<file path="src/inc/cpd_pkg.sv">
// constants and types shared by the card pin control and detect block
package cpd_pkg;

    // register bus geometry
    localparam int ADDR_W = 8;
    localparam int DATA_W = 32;
    localparam int STRB_W = DATA_W / 8;

    // register byte offsets
    localparam logic [ADDR_W-1:0] OFF_PIN_CTRL = 8'h24;
    localparam logic [ADDR_W-1:0] OFF_IRQ_STAT = 8'h40;
    localparam logic [ADDR_W-1:0] OFF_IRQ_CLR = 8'h44;
    localparam logic [ADDR_W-1:0] OFF_IRQ_EN = 8'h48;

    // pin control register field positions
    localparam int BIT_DET_POL = 10;
    localparam int BIT_DATA_OUT = 9;
    localparam int BIT_OEN_ST = 8;
    localparam int BIT_AUTO_DEACT = 7;
    localparam int BIT_CLK_KEEP = 6;
    localparam int BIT_DET_LEVEL = 4;
    localparam int BIT_INS_FLAG = 3;
    localparam int BIT_REM_FLAG = 2;

    // byte lanes carrying those fields
    localparam int LANE_LOW = 0;
    localparam int LANE_HIGH = 1;

    // pin control reset values
    localparam logic RST_DET_POL = 1'b0;
    localparam logic RST_DATA_OUT = 1'b0;
    localparam logic RST_AUTO_DEACT = 1'b0;
    localparam logic RST_CLK_KEEP = 1'b0;

    // interrupt status, clear and enable layout
    localparam int IRQ_N = 3;
    localparam int IRQ_INSERT = 0;
    localparam int IRQ_REMOVE = 1;
    localparam int IRQ_DEACT_END = 2;
    localparam logic [IRQ_N-1:0] RST_IRQ_EN = 3'h0;

    // bus responses
    localparam logic [1:0] RESP_OKAY = 2'h0;
    localparam logic [1:0] RESP_DECERR = 2'h3;

    // automatic deactivation sequence on removal
    typedef enum logic [1:0] {
        ST_IDLE,
        ST_ABORT,
        ST_START,
        ST_WAIT
    } cpd_deact_state_t;

    // what the running activation, warm reset or deactivation sequencer owns
    typedef struct packed {
        logic busy;
        logic data_out;
        logic clk_keep;
    } cpd_seq_t;

    // a decoded register write
    typedef struct packed {
        logic [ADDR_W-1:0] addr;
        logic [DATA_W-1:0] data;
        logic [STRB_W-1:0] strb;
    } cpd_wr_t;

endpackage

</file>
<file path="src/cpd_card_pin_ctrl.sv">
// card pin control, card detect and removal deactivation with register bus
`timescale 1ns/1ps
`default_nettype none

module cpd_card_pin_ctrl (
    // clock and reset
    input wire logic I_CLK,
    input wire logic I_RST,
    // axi4-lite write address channel
    input wire logic I_AWVALID,
    output logic O_AWREADY,
    input wire logic [cpd_pkg::ADDR_W-1:0] I_AWADDR,
    input wire logic [2:0] I_AWPROT,
    // axi4-lite write data channel
    input wire logic I_WVALID,
    output logic O_WREADY,
    input wire logic [cpd_pkg::DATA_W-1:0] I_WDATA,
    input wire logic [cpd_pkg::STRB_W-1:0] I_WSTRB,
    // axi4-lite write response channel
    output logic O_BVALID,
    input wire logic I_BREADY,
    output logic [1:0] O_BRESP,
    // axi4-lite read address channel
    input wire logic I_ARVALID,
    output logic O_ARREADY,
    input wire logic [cpd_pkg::ADDR_W-1:0] I_ARADDR,
    input wire logic [2:0] I_ARPROT,
    // axi4-lite read data channel
    output logic O_RVALID,
    input wire logic I_RREADY,
    output logic [cpd_pkg::DATA_W-1:0] O_RDATA,
    output logic [1:0] O_RRESP,
    // card side pins
    input wire logic I_CARD_DETECT_PIN,
    input wire logic I_CARD_DATA_OUTPUT_ENABLE_PIN,
    output logic O_CARD_DATA_OUT_DRIVE,
    output logic O_CARD_CLK_KEEP,
    // neighbouring control and sequencer logic
    input wire logic I_INTERFACE_ENABLE_BIT,
    input wire cpd_pkg::cpd_seq_t I_SEQ,
    output logic O_ABORT_OPERATION,
    output logic O_DEACT_START,
    input wire logic I_DEACT_DONE,
    // interrupts
    output logic O_INIT_END,
    output logic O_IRQ
);

    import cpd_pkg::*;

    // pin synchronisers
    logic [1:0] pins_async;
    logic [1:0] pins_sync;
    logic detect_s;
    logic oen_s;

    assign pins_async = {I_CARD_DATA_OUTPUT_ENABLE_PIN, I_CARD_DETECT_PIN};

    cpd_pin_sync #(
        .WIDTH(2)
    ) u_pin_sync (
        .i_clk(I_CLK),
        .i_rst(I_RST),
        .i_async(pins_async),
        .o_sync(pins_sync)
    );

    assign detect_s = pins_sync[0];
    assign oen_s = pins_sync[1];

    // write channel: address and data are taken independently
    logic aw_hold_q;
    logic w_hold_q;
    logic bvalid_q;
    logic [1:0] bresp_q;
    cpd_wr_t wr_q;
    logic aw_fire;
    logic w_fire;
    logic wr_fire;

    assign O_AWREADY = !aw_hold_q && !bvalid_q;
    assign O_WREADY = !w_hold_q && !bvalid_q;
    assign aw_fire = I_AWVALID && O_AWREADY;
    assign w_fire = I_WVALID && O_WREADY;
    assign wr_fire = aw_hold_q && w_hold_q && !bvalid_q;

    always_ff @(posedge I_CLK or posedge I_RST) begin
        if (I_RST) begin
            aw_hold_q <= 1'b0;
            wr_q.addr <= '0;
        end else if (aw_fire) begin
            aw_hold_q <= 1'b1;
            wr_q.addr <= I_AWADDR;
        end else if (wr_fire) begin
            aw_hold_q <= 1'b0;
        end
    end

    always_ff @(posedge I_CLK or posedge I_RST) begin
        if (I_RST) begin
            w_hold_q <= 1'b0;
            wr_q.data <= '0;
            wr_q.strb <= '0;
        end else if (w_fire) begin
            w_hold_q <= 1'b1;
            wr_q.data <= I_WDATA;
            wr_q.strb <= I_WSTRB;
        end else if (wr_fire) begin
            w_hold_q <= 1'b0;
        end
    end

    // write decode
    logic hit_pin_w;
    logic hit_clr_w;
    logic hit_en_w;
    logic hit_stat_w;
    logic wr_pin;
    logic wr_pin_lo;
    logic wr_pin_hi;
    logic wr_clr;
    logic wr_en;
    logic wr_mapped;

    assign hit_pin_w = wr_q.addr == OFF_PIN_CTRL;
    assign hit_clr_w = wr_q.addr == OFF_IRQ_CLR;
    assign hit_en_w = wr_q.addr == OFF_IRQ_EN;
    assign hit_stat_w = wr_q.addr == OFF_IRQ_STAT;
    assign wr_mapped = hit_pin_w || hit_clr_w || hit_en_w || hit_stat_w;
    assign wr_pin = wr_fire && hit_pin_w;
    assign wr_pin_lo = wr_pin && wr_q.strb[LANE_LOW];
    assign wr_pin_hi = wr_pin && wr_q.strb[LANE_HIGH];
    assign wr_clr = wr_fire && hit_clr_w && wr_q.strb[LANE_LOW];
    assign wr_en = wr_fire && hit_en_w && wr_q.strb[LANE_LOW];

    // status register writes are accepted and have no effect
    always_ff @(posedge I_CLK or posedge I_RST) begin
        if (I_RST) begin
            bvalid_q <= 1'b0;
            bresp_q <= RESP_OKAY;
        end else if (wr_fire) begin
            bvalid_q <= 1'b1;
            bresp_q <= wr_mapped ? RESP_OKAY : RESP_DECERR;
        end else if (I_BREADY) begin
            bvalid_q <= 1'b0;
        end
    end

    assign O_BVALID = bvalid_q;
    assign O_BRESP = bresp_q;

    // card detect edges, gated by the interface enable
    logic detect_prev_q;
    logic det_rise;
    logic det_fall;
    logic insert_ev;
    logic remove_ev;
    logic det_pol_q;

    always_ff @(posedge I_CLK or posedge I_RST) begin
        if (I_RST) begin
            detect_prev_q <= 1'b0;
        end else begin
            detect_prev_q <= detect_s;
        end
    end

    assign det_rise = detect_s && !detect_prev_q;
    assign det_fall = !detect_s && detect_prev_q;
    // polarity is sampled live, so it must be settled before enabling
    assign insert_ev = I_INTERFACE_ENABLE_BIT
        && (det_pol_q ? det_rise : det_fall);
    assign remove_ev = I_INTERFACE_ENABLE_BIT
        && (det_pol_q ? det_fall : det_rise);

    // software controlled pin bits
    logic auto_deact_q;
    logic data_out_q;
    logic clk_keep_q;

    always_ff @(posedge I_CLK or posedge I_RST) begin
        if (I_RST) begin
            det_pol_q <= RST_DET_POL;
            auto_deact_q <= RST_AUTO_DEACT;
        end else begin
            if (wr_pin_hi) begin
                det_pol_q <= wr_q.data[BIT_DET_POL];
            end
            if (wr_pin_lo) begin
                auto_deact_q <= wr_q.data[BIT_AUTO_DEACT];
            end
        end
    end

    // the sequencer owns these bits while it runs; bus writes are dropped
    always_ff @(posedge I_CLK or posedge I_RST) begin
        if (I_RST) begin
            data_out_q <= RST_DATA_OUT;
            clk_keep_q <= RST_CLK_KEEP;
        end else if (I_SEQ.busy) begin
            data_out_q <= I_SEQ.data_out;
            clk_keep_q <= I_SEQ.clk_keep;
        end else begin
            if (wr_pin_hi) begin
                data_out_q <= wr_q.data[BIT_DATA_OUT];
            end
            if (wr_pin_lo) begin
                clk_keep_q <= wr_q.data[BIT_CLK_KEEP];
            end
        end
    end

    assign O_CARD_DATA_OUT_DRIVE = data_out_q;
    assign O_CARD_CLK_KEEP = clk_keep_q;

    // sticky insert and remove flags; a new event beats a clear
    logic ins_flag_q;
    logic rem_flag_q;
    logic clr_ins;
    logic clr_rem;

    assign clr_ins = wr_pin_lo && wr_q.data[BIT_INS_FLAG];
    assign clr_rem = wr_pin_lo && wr_q.data[BIT_REM_FLAG];

    always_ff @(posedge I_CLK or posedge I_RST) begin
        if (I_RST) begin
            ins_flag_q <= 1'b0;
            rem_flag_q <= 1'b0;
        end else begin
            ins_flag_q <= (ins_flag_q && !clr_ins) || insert_ev;
            rem_flag_q <= (rem_flag_q && !clr_rem) || remove_ev;
        end
    end

    // automatic deactivation on removal
    cpd_deact_state_t deact_state_q;
    cpd_deact_state_t deact_state_d;
    logic deact_end;

    always_comb begin
        deact_state_d = deact_state_q;
        case (deact_state_q)
            ST_IDLE: begin
                if (remove_ev && auto_deact_q) begin
                    deact_state_d = ST_ABORT;
                end
            end
            ST_ABORT: begin
                deact_state_d = ST_START;
            end
            ST_START: begin
                deact_state_d = ST_WAIT;
            end
            ST_WAIT: begin
                if (I_DEACT_DONE) begin
                    deact_state_d = ST_IDLE;
                end
            end
            default: begin
                deact_state_d = ST_IDLE;
            end
        endcase
    end

    always_ff @(posedge I_CLK or posedge I_RST) begin
        if (I_RST) begin
            deact_state_q <= ST_IDLE;
        end else begin
            deact_state_q <= deact_state_d;
        end
    end

    assign O_ABORT_OPERATION = deact_state_q == ST_ABORT;
    assign O_DEACT_START = deact_state_q == ST_START;
    // only removal-driven deactivations report here
    assign deact_end = (deact_state_q == ST_WAIT) && I_DEACT_DONE;

    logic init_end_q;

    always_ff @(posedge I_CLK or posedge I_RST) begin
        if (I_RST) begin
            init_end_q <= 1'b0;
        end else begin
            init_end_q <= deact_end;
        end
    end

    assign O_INIT_END = init_end_q;

    // interrupt status, clear and enable
    logic [IRQ_N-1:0] irq_ev;
    logic [IRQ_N-1:0] irq_stat_q;
    logic [IRQ_N-1:0] irq_en_q;
    logic [IRQ_N-1:0] irq_clr;
    logic irq_q;

    assign irq_ev[IRQ_INSERT] = insert_ev;
    assign irq_ev[IRQ_REMOVE] = remove_ev;
    assign irq_ev[IRQ_DEACT_END] = deact_end;
    assign irq_clr = wr_clr ? wr_q.data[IRQ_N-1:0] : '0;

    genvar gi;
    generate
        for (gi = 0; gi < IRQ_N; gi++) begin : g_irq
            always_ff @(posedge I_CLK or posedge I_RST) begin
                if (I_RST) begin
                    irq_stat_q[gi] <= 1'b0;
                end else begin
                    irq_stat_q[gi] <= (irq_stat_q[gi] && !irq_clr[gi])
                        || irq_ev[gi];
                end
            end
        end
    endgenerate

    always_ff @(posedge I_CLK or posedge I_RST) begin
        if (I_RST) begin
            irq_en_q <= RST_IRQ_EN;
            irq_q <= 1'b0;
        end else begin
            if (wr_en) begin
                irq_en_q <= wr_q.data[IRQ_N-1:0];
            end
            irq_q <= |(irq_stat_q & irq_en_q);
        end
    end

    assign O_IRQ = irq_q;

    // read path: one read in flight, data held until taken
    logic [DATA_W-1:0] pin_rd;
    logic [DATA_W-1:0] rd_word;
    logic rd_mapped;
    logic rvalid_q;
    logic [DATA_W-1:0] rdata_q;
    logic [1:0] rresp_q;
    logic ar_fire;

    always_comb begin
        pin_rd = '0;
        pin_rd[BIT_DET_POL] = det_pol_q;
        pin_rd[BIT_DATA_OUT] = data_out_q;
        pin_rd[BIT_OEN_ST] = oen_s;
        pin_rd[BIT_AUTO_DEACT] = auto_deact_q;
        pin_rd[BIT_CLK_KEEP] = clk_keep_q;
        pin_rd[BIT_DET_LEVEL] = detect_s;
        pin_rd[BIT_INS_FLAG] = ins_flag_q;
        pin_rd[BIT_REM_FLAG] = rem_flag_q;
    end

    assign rd_mapped = I_ARADDR == OFF_PIN_CTRL || I_ARADDR == OFF_IRQ_STAT
        || I_ARADDR == OFF_IRQ_CLR || I_ARADDR == OFF_IRQ_EN;
    assign rd_word = (I_ARADDR == OFF_PIN_CTRL) ? pin_rd
        : (I_ARADDR == OFF_IRQ_STAT) ? {{(DATA_W-IRQ_N){1'b0}}, irq_stat_q}
        : (I_ARADDR == OFF_IRQ_EN) ? {{(DATA_W-IRQ_N){1'b0}}, irq_en_q}
        : '0;

    assign O_ARREADY = !rvalid_q;
    assign ar_fire = I_ARVALID && O_ARREADY;

    always_ff @(posedge I_CLK or posedge I_RST) begin
        if (I_RST) begin
            rvalid_q <= 1'b0;
            rdata_q <= '0;
            rresp_q <= RESP_OKAY;
        end else if (ar_fire) begin
            rvalid_q <= 1'b1;
            rdata_q <= rd_word;
            rresp_q <= rd_mapped ? RESP_OKAY : RESP_DECERR;
        end else if (I_RREADY) begin
            rvalid_q <= 1'b0;
        end
    end

    assign O_RVALID = rvalid_q;
    assign O_RDATA = rdata_q;
    assign O_RRESP = rresp_q;

endmodule
`default_nettype wire

</file>
<file path="src/cpd_pin_sync.sv">
// two-flop synchroniser for pins arriving from outside the clock domain
`timescale 1ns/1ps
`default_nettype none

module cpd_pin_sync #(
    parameter int WIDTH = 1
) (
    // clock and reset
    input wire logic i_clk,
    input wire logic i_rst,
    // asynchronous pins and their synchronised levels
    input wire logic [WIDTH-1:0] i_async,
    output logic [WIDTH-1:0] o_sync
);

    logic [WIDTH-1:0] meta_q;
    logic [WIDTH-1:0] sync_q;

    // the first stage feeds only the second stage
    always_ff @(posedge i_clk or posedge i_rst) begin
        if (i_rst) begin
            meta_q <= '0;
            sync_q <= '0;
        end else begin
            meta_q <= i_async;
            sync_q <= meta_q;
        end
    end

    assign o_sync = sync_q;

endmodule
`default_nettype wire

</file>
<file path="config.mk">
export PLATFORM = sky130hd
export DESIGN_NAME = cpd_card_pin_ctrl
export DESIGN_NICKNAME = d
export VERILOG_FILES = /design/src/inc/cpd_pkg.sv /design/src/cpd_card_pin_ctrl.sv /design/src/cpd_pin_sync.sv
export SDC_FILE = /design/constraint.sdc
export NUM_CORES = 1
export LEC_CHECK = 0
export ABC_AREA = 0
export CORE_ASPECT_RATIO = 0.75
export CORE_UTILIZATION = 63
export CTS_CLUSTER_DIAMETER = 150
export CTS_CLUSTER_SIZE = 14
export DETAILED_ROUTE_END_ITERATION = 10
export DONT_BUFFER_PORTS = 1
export PLACE_DENSITY = 0.79
export SLEW_MARGIN = 20
export SYNTH_ARGS = -nofsm -noshare
export SYNTH_HDL_FRONTEND = slang
export SYNTH_SLANG_ARGS = --single-unit
</file>
<file path="constraint.sdc">
create_clock -name I_CLK -period 1.86 [get_ports I_CLK]
set_input_delay 0.093 -clock I_CLK [delete_from_list [all_inputs] [get_ports I_CLK]]
set_output_delay 0.093 -clock I_CLK [all_outputs]
set_load 0.05 [all_outputs]
</file>
Word level (Yosys, flattened, before mapping) --
Cells that the tools add are included. Widths: inputs -> output; s select.
Cells by class: div/mod/pow operators 0, $add $sub $neg 0, bitwise logic cells 1, order comparisons 0, reductions and logical operators 58, shift operators 0, multiply operators 0, equal/unequal tests 13, mux-type cells 22
Operators with widths (number):
- $eq 8x7->1 const B | 6
- $logic_and 1x1->1 | 27
- $eq 8x6->1 const B | 2
- $mux 1 | 13
- $reduce_bool 2->1 | 6
- $logic_not 1->1 | 11
- $logic_or 1x1->1 | 11
- $mux 11 | 1
- $mux 3 | 3
- $mux 2 | 4
- $pmux 2 s4 | 1
- $eq 2x2->1 const B | 2
- $ne 2x2->1 const B | 2
- $and 3x3->3 | 1
- $reduce_or 3->1 | 1
- $eq 2x1->1 const B | 1
- $logic_not 2->1 | 1
- $reduce_and 2->1 | 1
Storage, ports and cells: memory bits (writable) 0, input bits 72, bits in read-only memories 0, memories kept 0, bits in latches 0, bits in registers 82

Logic depth before layout (Yosys ltp) --
Gate-level depths: netlist of run 1.
depth in word-level cells 8, gate-level depth with buffers 5, mapped depth without buffers 5

By module --
From an unflattened synthesis of run 1, not the netlist that was laid out.
Unflattened totals: cell total of the unflattened synthesis 222, area, all modules 2676.3 µm²
Modules (own cells, without submodules):
- cpd_card_pin_ctrl | area each 2572.5 µm², cells an instance 217, times used 1
- cpd_pin_sync | area each 103.8 µm², cells an instance 5, times used 1

Worst setup path after synthesis of run 1 --
OpenSTA, ideal clock, no wires.
path type register to register, start reg bvalid_q, in the netlist O_BVALID, end reg wr_q[0] (netlist name), data arrival time 2138 ps, cell stages (with the launch flop) 5, library setup time 125 ps, required time 1735 ps, buffers on the path 1, path slack -403 ps, path through dfrtp_1 -> nor2_1 -> and2_1 -> buf_2 -> mux2_2
On the way: longest elaborated chain between the ends 3
RTL lines:
- start: declaration | line cpd_card_pin_ctrl.sv:74 | logic bvalid_q;
- start signal: assignment | line cpd_card_pin_ctrl.sv:139 | bvalid_q <= 1'b0;
- start signal: assignment | line cpd_card_pin_ctrl.sv:142 | bvalid_q <= 1'b1;
- start signal: assignment | line cpd_card_pin_ctrl.sv:145 | bvalid_q <= 1'b0;
- $logic_not 1->1 | line cpd_card_pin_ctrl.sv:82 | assign O_WREADY = !w_hold_q && !bvalid_q;
- $logic_and 1x1->1 | line cpd_card_pin_ctrl.sv:82
- net O_WREADY | line cpd_card_pin_ctrl.sv:16 | output logic O_WREADY,
- $logic_and 1x1->1 | line cpd_card_pin_ctrl.sv:84 | assign w_fire = I_WVALID && O_WREADY;
- end: declaration | line cpd_card_pin_ctrl.sv:76 | cpd_wr_t wr_q;
The timed path passes the listed nets, and every way through them passes these cells. A chain may end at the register's enable or synchronous reset.

Worst setup path in the final report of run 1 --
start reg deact_state_q[0], end reg deact_state_q[0]
On the way: longest elaborated chain between the ends 3, elaborated cells between the ends (all ways) 8, those cells by class 5 x eq/ne; 1 x mux; 2 x reduce/logical
RTL lines:
- start: declaration | line cpd_card_pin_ctrl.sv:236 | cpd_deact_state_t deact_state_q;
- start signal: assignment | line cpd_card_pin_ctrl.sv:269 | deact_state_q <= deact_state_d;
- $eq 2x2->1 / $logic_not 2->1 (equally long branches) | line cpd_card_pin_ctrl.sv:242 | case (deact_state_q)
- $ne 2x2->1 (no line)
- $reduce_and 2->1 (no line)
Parallel ways exist; a longest one is shown, timed or not.

==> run summary, run 1 <==
The H-tree was split into 2 levels. The wire-length estimate of the detail-placed layout is ~3700 um. The start of the worst register-to-register path is deact_state_q[0]. The final clock period utilization by the worst path is around nine tenths. The worst path arrival time is around 1900 ps. The overall die height came out at just under 60 um. The post-detailed-route DRC marker count is 0. The average vias per placed instance came out at between 5 and 6. The initial core utilization came out at 66.3%. The antenna cell count is 0. The post-route clock skew is 7.50 ps. Of all cell types, the one taking the most synthesized area is sky130_fd_sc_hd__dfrtp_1.

Entering global routing, the biggest net connects 21 pins. The TritonCTS clock tree is done. The total iterations of the first detailed-routing run is 4. Synthesis handed over a netlist of 221 instances. Once the clock tree was built, the setup fixing pass inserted 0 buffers.

The largest fanout of any net on the critical path came out at 6. The cell occurring most often along the worst timing path is sky130_fd_sc_hd__inv_1. The time the final worst path needs with I/O delays and setup is between 1500 and 2000 ps. Measured against its own limit, the worst slew margin works out to 63.4%. In the post-route analysis, the smallest setup slack over all paths is 203 ps. Counting flops with a built-in enable in the synthesized netlist gives 0. The wire length of the first global-routing pass is between 8000 and 9000 um. The area share of the leading cell type in the synthesized netlist is approximately half. The final layout contains routed wiring with a total length of roughly 5200 um. The clock passes through at most 2 buffers. The clock root buffer is sky130_fd_sc_hd__clkbuf_8. The setup TNS is 0 ps. The worst setup path is captured at a flop. In the layout the commonest cells are 55 x sky130_fd_sc_hd__dfrtp_1, 30 x sky130_fd_sc_hd__dlygate4sd3_1, 22 x sky130_fd_sc_hd__conb_1, 19 x sky130_fd_sc_hd__mux2_2, 12 x sky130_fd_sc_hd__buf_4. The area of the core is 4080 um2. The hold violation count in the final report is 0. Sorting the synthesized cells by area gives the leading types as sky130_fd_sc_hd__dfrtp_1 51%, sky130_fd_sc_hd__mux2_2 7.9%, sky130_fd_sc_hd__buf_4 6.9%, sky130_fd_sc_hd__mux2_4 2.8%, sky130_fd_sc_hd__a22o_1 2.6%. In the final routed layout, each cell accounts on average for 16.4 um. The initial DRC count is roughly 130.

The post-synthesis area per instance came out at 12.2 um2. The fmax is a little over 600 MHz. The number of primary I/O pins came out at 119. Summing over every cut layer, the via total after detailed routing is about 1800. The remaining number of nets flagged by the antenna check after routing is 0. The initial antenna violation count came to 0. The net count reported at finish is approximately 340. The portion of the post-synthesis area used by sequential elements is 50.9%.

The worst setup path is launched from a flop. The number of core rows is 20. Counting every sink on the clock net gives between 50 and 60. VDD sags by at most 1.23 mV. The commonest non-fill, non-tap cell in the layout is sky130_fd_sc_hd__dfrtp_1. On the critical path, the stage with the largest delay is an instance of sky130_fd_sc_hd__or4_1. The most used flip-flop cell after synthesis is sky130_fd_sc_hd__dfrtp_1.

The number of different library cells used by synthesis comes to between 40 and 50. Walking the worst path, the cells encountered are inv_1 -> ha_1 -> inv_1 -> or4_1 -> and3_1. The delay contributed by the slowest stage of the critical path is 510 ps. The total overflow reported by the global router came out at 0. The overall fraction of global-route tracks in use came out at between 20% and 30%. The mapped cell area is 2700 um2. The final non-filler cell total came out at roughly 320. The die is roughly 78 um wide. The post-route core utilization is between 70% and 80%. Setup repair after global routing left no endpoint under its margin.

At the worst endpoint, the required time is 2060 ps. The number of hold-repair buffers added at the cts stage is 30. The count of input and output buffers came out at 0. The run finished with clean final reports.

The area enclosed by the die boundary came out at ~4600 um2. The max-cap violation count came out at 0. The count of yosys warnings during synthesis came out at 0. The area growth from synthesis to layout is 15.9%. The clock network latency to the later pin of the worst-skew pair came out at ~300 ps. The share of synthesized flip-flops with an asynchronous set or reset came out at 100%.

The worst setup slack before clock tree synthesis is around 240 ps. The leakage power figure came out at roughly 1.4 nW. The internal reg-to-reg setup slack is about 200 ps. The number of placed instances, taps included, is 278. Dividing total power by cell area gives a power density of ~1300 nW/um2. TritonCTS created 5 clock buffers. The clock slew seen by the registers of the worst setup and hold paths is 100 ps.

The worst hold path was traced through 2 stages. The layout has 268 filler cells. For the pin with the worst max-slew slack, the measured transition is roughly 550 ps. The depth of the most critical reg-to-reg path is 5. The final number of setup-violating endpoints came out at 0. The worst setup path is of the flop to flop kind. The final total power came out at 4.09 mW.

The synthesized flop and latch total came out at 55. The total of cells resized after clock tree synthesis is 0. The worst hold path begins at I_ARADDR[3]. The class of the tightest hold or removal check is input pin to flop. The worst flop-to-flop path endpoint is deact_state_q[0]. The via count of the first global-routing pass came out at around 1800.

The max-slew violation total from the final report is 0. The share of post-route cells with drive strength above 1 came out at a little under a quarter. Routability-driven placement finished with a final weighted congestion of between 0.8 and 0.9. Tracing the worst setup path back leads to its startpoint at deact_state_q[0].

In this run the worst setup path terminates at deact_state_q[0].
## synthesized netlist by cell type, types with 2 or more instances
master and instances:
sky130_fd_sc_hd__buf_4 25, sky130_fd_sc_hd__o2111ai_1 2, sky130_fd_sc_hd__and4b_1 3, sky130_fd_sc_hd__nand2_1 9
sky130_fd_sc_hd__nor2b_1 5, sky130_fd_sc_hd__nand3b_1 2, sky130_fd_sc_hd__and4bb_2 3, sky130_fd_sc_hd__a21o_1 2
sky130_fd_sc_hd__nor3b_1 3, sky130_fd_sc_hd__a22o_1 8, sky130_fd_sc_hd__dfrtp_1 55, sky130_fd_sc_hd__ha_1 5
sky130_fd_sc_hd__nor3_1 2, sky130_fd_sc_hd__a21bo_2 2, sky130_fd_sc_hd__nand4_1 3, sky130_fd_sc_hd__nand3_1 3
sky130_fd_sc_hd__and2_1 2, sky130_fd_sc_hd__and3b_1 2, sky130_fd_sc_hd__mux2_2 19, sky130_fd_sc_hd__a31oi_1 4
sky130_fd_sc_hd__a311oi_1 2, sky130_fd_sc_hd__a21oi_1 2, sky130_fd_sc_hd__nor2_1 7, sky130_fd_sc_hd__or4_1 2
sky130_fd_sc_hd__and3_1 2, sky130_fd_sc_hd__mux2_4 5, sky130_fd_sc_hd__mux2i_1 2, sky130_fd_sc_hd__inv_1 11
sky130_fd_sc_hd__nand2b_1 3, sky130_fd_sc_hd__buf_2 4, sky130_fd_sc_hd__o21ai_0 5
## critical path: cells and delay by family, from the launching register on
family | cells | cell delay (ps)
flops | 1 | 460
fa+ha+maj | 1 | 200
buf+inv | 2 | 220
simple gates | 2 | 680
## routing by layer
metal | vias to the layer above | GRT usage, % | wire length [um]
met5 | - | 0 | 0
met4 | 0 | 7.55 | 42
met3 | 7 | 6.36 | 352
met2 | 72 | 41.8 | 2540
met1 | 885 | 29.7 | 2240
li1 | 826 | - | -
## stage by stage
| step | hold slack, ps | area [um2] |
|---|---|---|
| finish | 3.24 | 3130 |
| global route | 9.34 | 3130 |
| CTS | 3.13 | 3130 |
| detailed placement | -20.2 | 2730 |
| global placement | -30.1 | 2730 |
| floorplan | 124 | 2800 |
## final cells by class
type,instances,area [um2],area share [%]
timing repair buffer,42,390,12.5
sequential,55,1380,43.9
multi-input combinational,145,1160,36.9
inverter,11,41.3,1.32
clock buffer,6,82.6,2.64
clock inverter,2,16.3,0.519
tap,55,68.8,2.20
## sequential cells by signal, indices dropped and copies added (netlist names), 2 cells and up
| name | flops |
|---|---|
| u_pin_sync.meta_q | 2 |
| wr_q | 18 |
| O_RDATA | 10 |
| irq_stat_q | 3 |
| irq_en_q | 3 |
| deact_state_q | 2 |
| u_pin_sync.o_sync | 2 |
## worst min-delay path by stage
stage	endpoint	slack (ps)
3_5_place_dp	wr_q[40]	-20
2_1_floorplan	u_pin_sync.meta_q[0]	120
3_3_place_gp	wr_q[11]	-30
4_1_cts	O_RDATA[1]	3
5_1_grt	O_CARD_CLK_KEEP	9
6_report	O_RDATA[1]	3
## logic make-up after synthesis
kind of cell | count (synthesis) | share of synthesized area [%]
AOI/OAI and AO/OA | 33 | 9.40
adders and majority gates | 5 | 2.31
buffers and inverters | 42 | 9.77
DFF | 55 | 50.9
muxes | 26 | 11.4
other | 1 | 0.139
and+or+nand+nor | 59 | 16.0
## where the power goes
group | switching [mW] | internal, mW | total (mW)
clock network | 0.380 | 0.304 | 0.684
logic | 0.853 | 0.633 | 1.49
registers | 0.416 | 1.50 | 1.92
total | 1.65 | 2.44 | 4.09
(Power assumes the default switching activity.)
==> run 2, diff against run 1 <==
--- a/config.mk
+++ b/config.mk
@@ -7,12 +7,14 @@
 export LEC_CHECK = 0
 export ABC_AREA = 0
 export CORE_ASPECT_RATIO = 0.75
-export CORE_UTILIZATION = 63
+export CORE_UTILIZATION = 65
+export CTS_BUF_LIST = sky130_fd_sc_hd__clkbuf_4
 export CTS_CLUSTER_DIAMETER = 150
 export CTS_CLUSTER_SIZE = 14
 export DETAILED_ROUTE_END_ITERATION = 10
 export DONT_BUFFER_PORTS = 1
-export PLACE_DENSITY = 0.79
+export PLACE_DENSITY = 0.81
+export RECOVER_POWER = 50
 export SLEW_MARGIN = 20
 export SYNTH_ARGS = -nofsm -noshare
 export SYNTH_HDL_FRONTEND = slang
==> run summary, run 2 (same netlist as run 1, synthesis figures left out) <==
The worst hold path terminates at O_CARD_DATA_OUT_DRIVE. Once detailed placement completed, the half-perimeter wirelength came to 3880 um. The depth of the most critical reg-to-reg path is 5. The tree is rooted in a sky130_fd_sc_hd__clkbuf_4.

The flow ran to the end, and the final reports show no timing, DRC or antenna violations. The remaining number of nets flagged by the antenna check after routing is 0. The horizontal die dimension is approximately 76 um. The average wire per cell in the routed design is 18.5 um.

The sink count of the clock tree came out at 55. The critical path in this run is classified as flop to flop. The max-slew violation total from the final report came out at 0. The slowest stage of the critical path is the sky130_fd_sc_hd__or4_1 cell. The type of destination of the critical path is a flop. wr_q holds more flip-flops than any other register. Among the stages of the critical path, the cell type that occurs most often is sky130_fd_sc_hd__inv_1. The area of the core is 3830 um2. Detailed routing inserted a total of 1871 vias. The area enclosed by the die boundary came out at between 4000 and 5000 um2. Clock-pin slew was measured on the worst setup and hold paths at approximately 150 ps. The cell family contributing the most delay on the critical path is simple AND/OR/NAND/NOR gates. The total detailed-routing wirelength came out at between 5000 and 6000 um.

The filler cell count in the final layout is around 220. The final number of setup-violating endpoints is 0. The maximum number of pins on one net before global-route repair is 39. The setup TNS is 0 ps. The library cell used most frequently in the layout, excluding fill and tap cells, is sky130_fd_sc_hd__dfrtp_1. The weighted congestion reported at the end of routability-driven placement came out at between 0.8 and 0.9.

The power density over cell area is roughly 1300 nW/um2. The internal reg-to-reg setup slack is approximately 140 ps. The maximum number of buffers from clock root to sink came out at 2. The worst path arrival time is approximately 2000 ps.

The number of buffer and inverter stages on the critical path came out at 2. The wire length of the first global-routing pass is 9540 um. On the worst path, the slowest cell contributes a delay of between 500 and 600 ps.

The slew of the pin with the lowest slew margin came out at roughly 1400 ps. The number of instances on the worst hold path is 3. The placed instances occupy a cell area of 2730 um2.

The worst register-to-register path begins at deact_state_q[0]. The number of H-tree levels is 2. At the end of the flow, the number of nets in the layout was around 340. The startpoint identified for the worst hold timing path is I_SEQ[2]. The class of the tightest hold or removal check is input pin to flop. Timing would allow up to approximately 580 MHz. The total iterations of the first detailed-routing run came out at 4.

The number of flip-flops in the largest register came out at 18. Of all nets on the critical path, the largest fanout is 6. The overall fraction of global-route tracks in use came out at approximately 29%. Across all setup checks in the final design, the least slack found is ~140 ps. The clock network latency to the later pin of the worst-skew pair is 370 ps.

In the final layout, the share of cells above drive strength 1 is a little over a fifth. The signal on the critical path passes through inv_1 -> ha_1 -> inv_1 -> or4_1 -> and3_1. The headroom to the max-slew limit came out at under 10%. 0 antenna diodes ended up in the layout. The count of input and output buffers came out at 0. In the routed design, unresolved DRC markers number 0. The clock buffer count from CTS came out at 5. The final instance area is between 3000 and 4000 um2. In the layout the commonest cells are 55 x sky130_fd_sc_hd__dfrtp_1, 34 x sky130_fd_sc_hd__dlygate4sd3_1, 22 x sky130_fd_sc_hd__conb_1, 19 x sky130_fd_sc_hd__mux2_2, 11 x sky130_fd_sc_hd__inv_1. Hold timing on the final database bottoms out at a slack of just under 50 ps. The via count of the first global-routing pass came to 1980. Once the clock tree was built, the resizer swapped 0 gates to a different size. The initial DRC count came out at approximately 150. The peak supply drop is 1.25 mV.

The critical path startpoint category is a flop. The initial antenna violation count came out at 0. The final clock period utilization by the worst path is 92.2%. The total overflow left after global routing is 0. Setup repair after global routing left no endpoint under its margin. The required time at the worst-slack endpoint came out at roughly 2100 ps. TritonCTS built the clock tree. The start point of the critical path is deact_state_q[0]. The tool flagged a number of max-cap violations equal to 0. The post-route clock skew came out at roughly 13 ps.

The average vias per placed instance is roughly 6. The hold violation count in the final report is 0. For this design the static power due to leakage is approximately 1.4 nW. The overall die height came out at roughly 58 um. The endpoint identified for the worst register-to-register timing path is deact_state_q[0]. The number of primary I/O pins is around 120. The initial core utilization is slightly above 70%.

The worst setup slack before clock tree synthesis came out at ~200 ps. Subtracting the final worst setup slack from the clock period gives about 1700 ps. Compared with the post-synthesis result, the final layout area differs by 15.0%.

The number of core rows came out at 19.
run 2: cell types whose count changed in the layout (fill, tap and decap cells not counted), sizes merged:
| cell | before | now |
|---|---|---|
| clkinv | 1 | 0 |
| dlygate4sd3 | 30 | 34 |
| buf | 12 | 10 |
| clkbuf | 6 | 7 |
run 2: report_power, final:
| group | total, mW | switching (mW) | internal, mW | leakage, nW |
|---|---|---|---|---|
| Combinational | 1.57 | 0.938 | 0.637 | 0.727 |
| Sequential | 1.88 | 0.378 | 1.50 | 0.666 |
| Clock | 0.484 | 0.350 | 0.134 | 0.0232 |
| Total | 3.94 | 1.67 | 2.27 | 1.42 |
run 2: metal layers:
metal | global-route usage [%] | wire, um | vias up
met1 | 34.7 | 2380 | 943
met5 | 0 | 0 | -
met3 | 7.72 | 294 | 13
met2 | 53.3 | 3060 | 81
li1 | - | - | 834
met4 | 7.69 | 93 | 0
run 2: through the flow:
step           utilization (%)  power, mW  instances
2_1_floorplan                -       3.12        242
3_3_place_gp              71.3       3.27        275
3_5_place_dp              71.3       3.39        275
4_1_cts                   81.4       3.91        315
5_1_grt                   81.2       4.16        315
6_report                  81.2       3.94        315
run 2: layout make-up:
class / instances / area [um2] / share of cell area [%]
clock buffers: 5 / 37.5 / 1.21
clock inverters: 1 / 7.51 / 0.242
inverters: 11 / 41.3 / 1.33
multi-input cells: 145 / 1160 / 37.2
flip-flops and latches: 55 / 1380 / 44.3
well taps: 52 / 65.1 / 2.09
repair buffers: 46 / 423 / 13.6
run 2: how the worst max path moves through the flow:
stage          depth (start not counted)  slack [ps]               end
2_1_floorplan                          4         -20           wr_q[0]
3_3_place_gp                           3         270       irq_en_q[2]
5_1_grt                                3          50         O_ARREADY
6_report                               5         140  deact_state_q[0]
3_5_place_dp                           5         200  deact_state_q[0]
4_1_cts                                5         170  deact_state_q[0]
run 2: repair_timing:
action,in CTS,in global routing
hold endpoints to repair,66,0
hold buffers,34,0
buffers inserted,0,0
run 2: worst reg2reg max path, delay by kind of cell, from the launching register on:
| family | cells | cell delay, ps |
|---|---|---|
| and+or+nand+nor | 2 | 730 |
| DFF | 1 | 470 |
| adders and majority gates | 1 | 200 |
| buffers and inverters | 2 | 230 |
==> run 3, diff against run 2 <==
--- a/config.mk
+++ b/config.mk
@@ -13,7 +13,7 @@
 export CTS_CLUSTER_SIZE = 14
 export DETAILED_ROUTE_END_ITERATION = 10
 export DONT_BUFFER_PORTS = 1
-export PLACE_DENSITY = 0.81
+export PLACE_DENSITY = 0.82
 export RECOVER_POWER = 50
 export SLEW_MARGIN = 20
 export SYNTH_ARGS = -nofsm -noshare
==> run summary, run 3 (same netlist as run 1, synthesis figures left out) <==
For the final database, setup skew stands at ~8.5 ps. The area of the core is approximately 3800 um2. Leaving out fill and tap cells, the most frequent cell in the layout is sky130_fd_sc_hd__dfrtp_1. The cell occurring most often along the worst timing path is sky130_fd_sc_hd__inv_1. Setup violations remaining at the end of the flow were counted as 0.

Once placement finished, the instance area stood at 2730 um2. STA classifies the critical path endpoint as a flop. The slew of the pin with the lowest slew margin is slightly below 900 ps. The number of primary I/O pins is 119. The via count of the first global-routing pass is between 1500 and 2000. The sink count of the clock tree came out at 55.

The area enclosed by the die boundary is between 4000 and 5000 um2. From bottom edge to top edge, the die measures between 50 and 60 um. The worst path arrival time is between 1500 and 2000 ps. Setup repair after global routing left no endpoint under its margin. The number of instances on the worst hold path is 3.

The hold violation count in the final report is 0. The filler cell count in the final layout is approximately 210. TritonCTS built the clock tree. The power density over cell area came out at between 1000 and 1500 nW/um2. The average vias per placed instance came out at about 5.7. The number of H-tree levels is 2. Clock-pin slew was measured on the worst setup and hold paths at ~140 ps. The antenna cell count is 0.

The maximum number of buffers from clock root to sink came out at 2. Clock tree synthesis selected as its root buffer the cell sky130_fd_sc_hd__clkbuf_4. In this run, CTS created clock tree buffers numbering 5. The via count of the routed design came out at between 1500 and 2000.

The final total power is slightly below 4 mW. The class of the tightest hold or removal check is input pin to flop. The initial antenna violation count is 0. The wire length of the first global-routing pass came out at just under 9000 um. The time the final worst path needs with I/O delays and setup is between 1500 and 2000 ps. The overall fraction of global-route tracks in use is a little over a quarter. The final non-filler cell total came out at between 300 and 400. In the final layout, the share of cells above drive strength 1 is 20.8%. Together, buffers and inverters on the worst path number 2. The critical path startpoint category is a flop. The max-slew violation total from the final report came to 0.

The floorplan has 19 rows. In the routed design, unresolved DRC markers number 0. The remaining number of nets flagged by the antenna check after routing is 0. The maximum number of pins on one net before global-route repair is 22. Wire segments on met2 add up to ~2500 um in the final route.

The number of placed instances, taps included, is around 280. The top cell types in the final layout, fill and taps aside, are 55 x sky130_fd_sc_hd__dfrtp_1, 34 x sky130_fd_sc_hd__dlygate4sd3_1, 22 x sky130_fd_sc_hd__conb_1, 19 x sky130_fd_sc_hd__mux2_2, 11 x sky130_fd_sc_hd__inv_1. The peak supply drop came out at between 1 and 1.5 mV.

The worst hold-check slack is 38.7 ps. At the later pin of the worst-skew pair, clock insertion delay measures around 360 ps. The delay contributed by the slowest stage of the critical path came out at ~520 ps. The average wire per cell in the routed design came out at around 16 um. Relative to the synthesized area, the layout overhead comes to 15.1%. The register with the most flip-flops in the final layout is wr_q. The setup TNS is 0 ps.

The post-route core utilization is 81.3%. The critical path goes through inv_1 -> ha_1 -> inv_1 -> or4_1 -> and3_1. Grouping stages by cell kind, the critical path spends the most delay in simple AND/OR/NAND/NOR gates. The critical path crosses 5 cells after its start point. The largest fanout of any net on the critical path is 6.

The detailed router put a total of 2210 um of wire on met1. The leakage power figure came out at around 1.4 nW. The total detailed-routing wirelength came out at about 5200 um. Before CTS, the worst setup slack after placement is about 230 ps. The sequential standard cell area is approximately 1400 um2. The final instance area is 3110 um2.

The fmax is ~600 MHz. The initial DRC count came out at between 100 and 150. The initial utilization of the core area, before any placement, comes to a little over two thirds.

The flow ran to the end, and the final reports show no timing, DRC or antenna violations. In this run the tool buffered the top-level ports with 0 buffer cells. The path type of the worst setup path is flop to flop. The depth of the most critical reg-to-reg path came out at 5. After layout, the worst setup slack is between 150 and 200 ps. The register with the most flip-flops in the layout has 18 of them. The headroom to the max-slew limit is between 40% and 50%. In the finished design, the share of the clock period the worst path needs comes to approximately 90%.

The combined area of the multi-input logic cells is roughly 1200 um2. The largest individual stage delay along the critical path comes from the cell sky130_fd_sc_hd__or4_1. The total iterations of the first detailed-routing run is 4. The tool flagged a number of max-cap violations equal to 0. The HPWL after detailed placement is 3680 um. Routed signal wires occupy layers up through met4. The net count reported at finish is 341.

The required time at the worst-slack endpoint came out at between 2000 and 2500 ps. The total overflow reported by the global router is 0. The weighted congestion reported at the end of routability-driven placement came out at 0.884. The die is 76.5 um wide. The total length of routed met3 wires came out at 368 um.
-- run 3: changes by cell type in the layout (fill, tap and decap cells not counted), sizes merged --
cell,before,now
buf,10,9
clkbuf,7,9
clkinv,0,2
clkinvlp,1,0
-- run 3: layout make-up --
class | count | area share (%)
Clock inverter | 2 | 0.241
Inverter | 11 | 1.33
Multi-Input combinational cell | 145 | 37.2
Sequential cell | 55 | 44.2
Clock buffer | 6 | 1.45
Timing Repair Buffer | 46 | 13.5
Tap cell | 52 | 2.09
-- run 3: layer usage --
metal  up-vias  global-route usage (%)
li1        844                       -
met1       878                    34.3
met2        80                    43.4
met3        11                    5.67
met4         0                    9.62
met5         -                       0
-- run 3: final timing paths --
| path | to | start | slack, ps |
|---|---|---|---|
| setup / recovery | deact_state_q[0] | deact_state_q[0] | 180 |
| hold / removal | O_RDATA[2] | I_ARADDR[5] | 40 |
| setup reg to reg | deact_state_q[0] | deact_state_q[0] | 180 |
| hold reg to reg | u_pin_sync.o_sync[0] | u_pin_sync.meta_q[0] | 370 |
| max in group asynchronous | wr_q[6] | I_RST | 420 |
| min in group asynchronous | wr_q[40] | I_RST | 230 |
-- run 3: power breakdown --
part	internal, mW	switching (mW)	total (mW)
clock	0.156	0.335	0.491
combinational	0.635	0.860	1.49
sequential	1.50	0.423	1.92
total	2.29	1.62	3.91
-- run 3: worst reg2reg max path, stage by stage, from the launching register on --
cell and delay (ps):
sky130_fd_sc_hd__dfrtp_1 470, sky130_fd_sc_hd__inv_1 150, sky130_fd_sc_hd__ha_1 190, sky130_fd_sc_hd__inv_1 80
sky130_fd_sc_hd__or4_1 520, sky130_fd_sc_hd__and3_1 180
-- run 3: repair_timing --
item / CTS / global route
gates resized for setup: 0 / 0
endpoints found under the hold margin: 85 / 0
endpoints found under the setup margin: 0 / 0
hold buffers: 34 / 0
setup buffers: 0 / 0
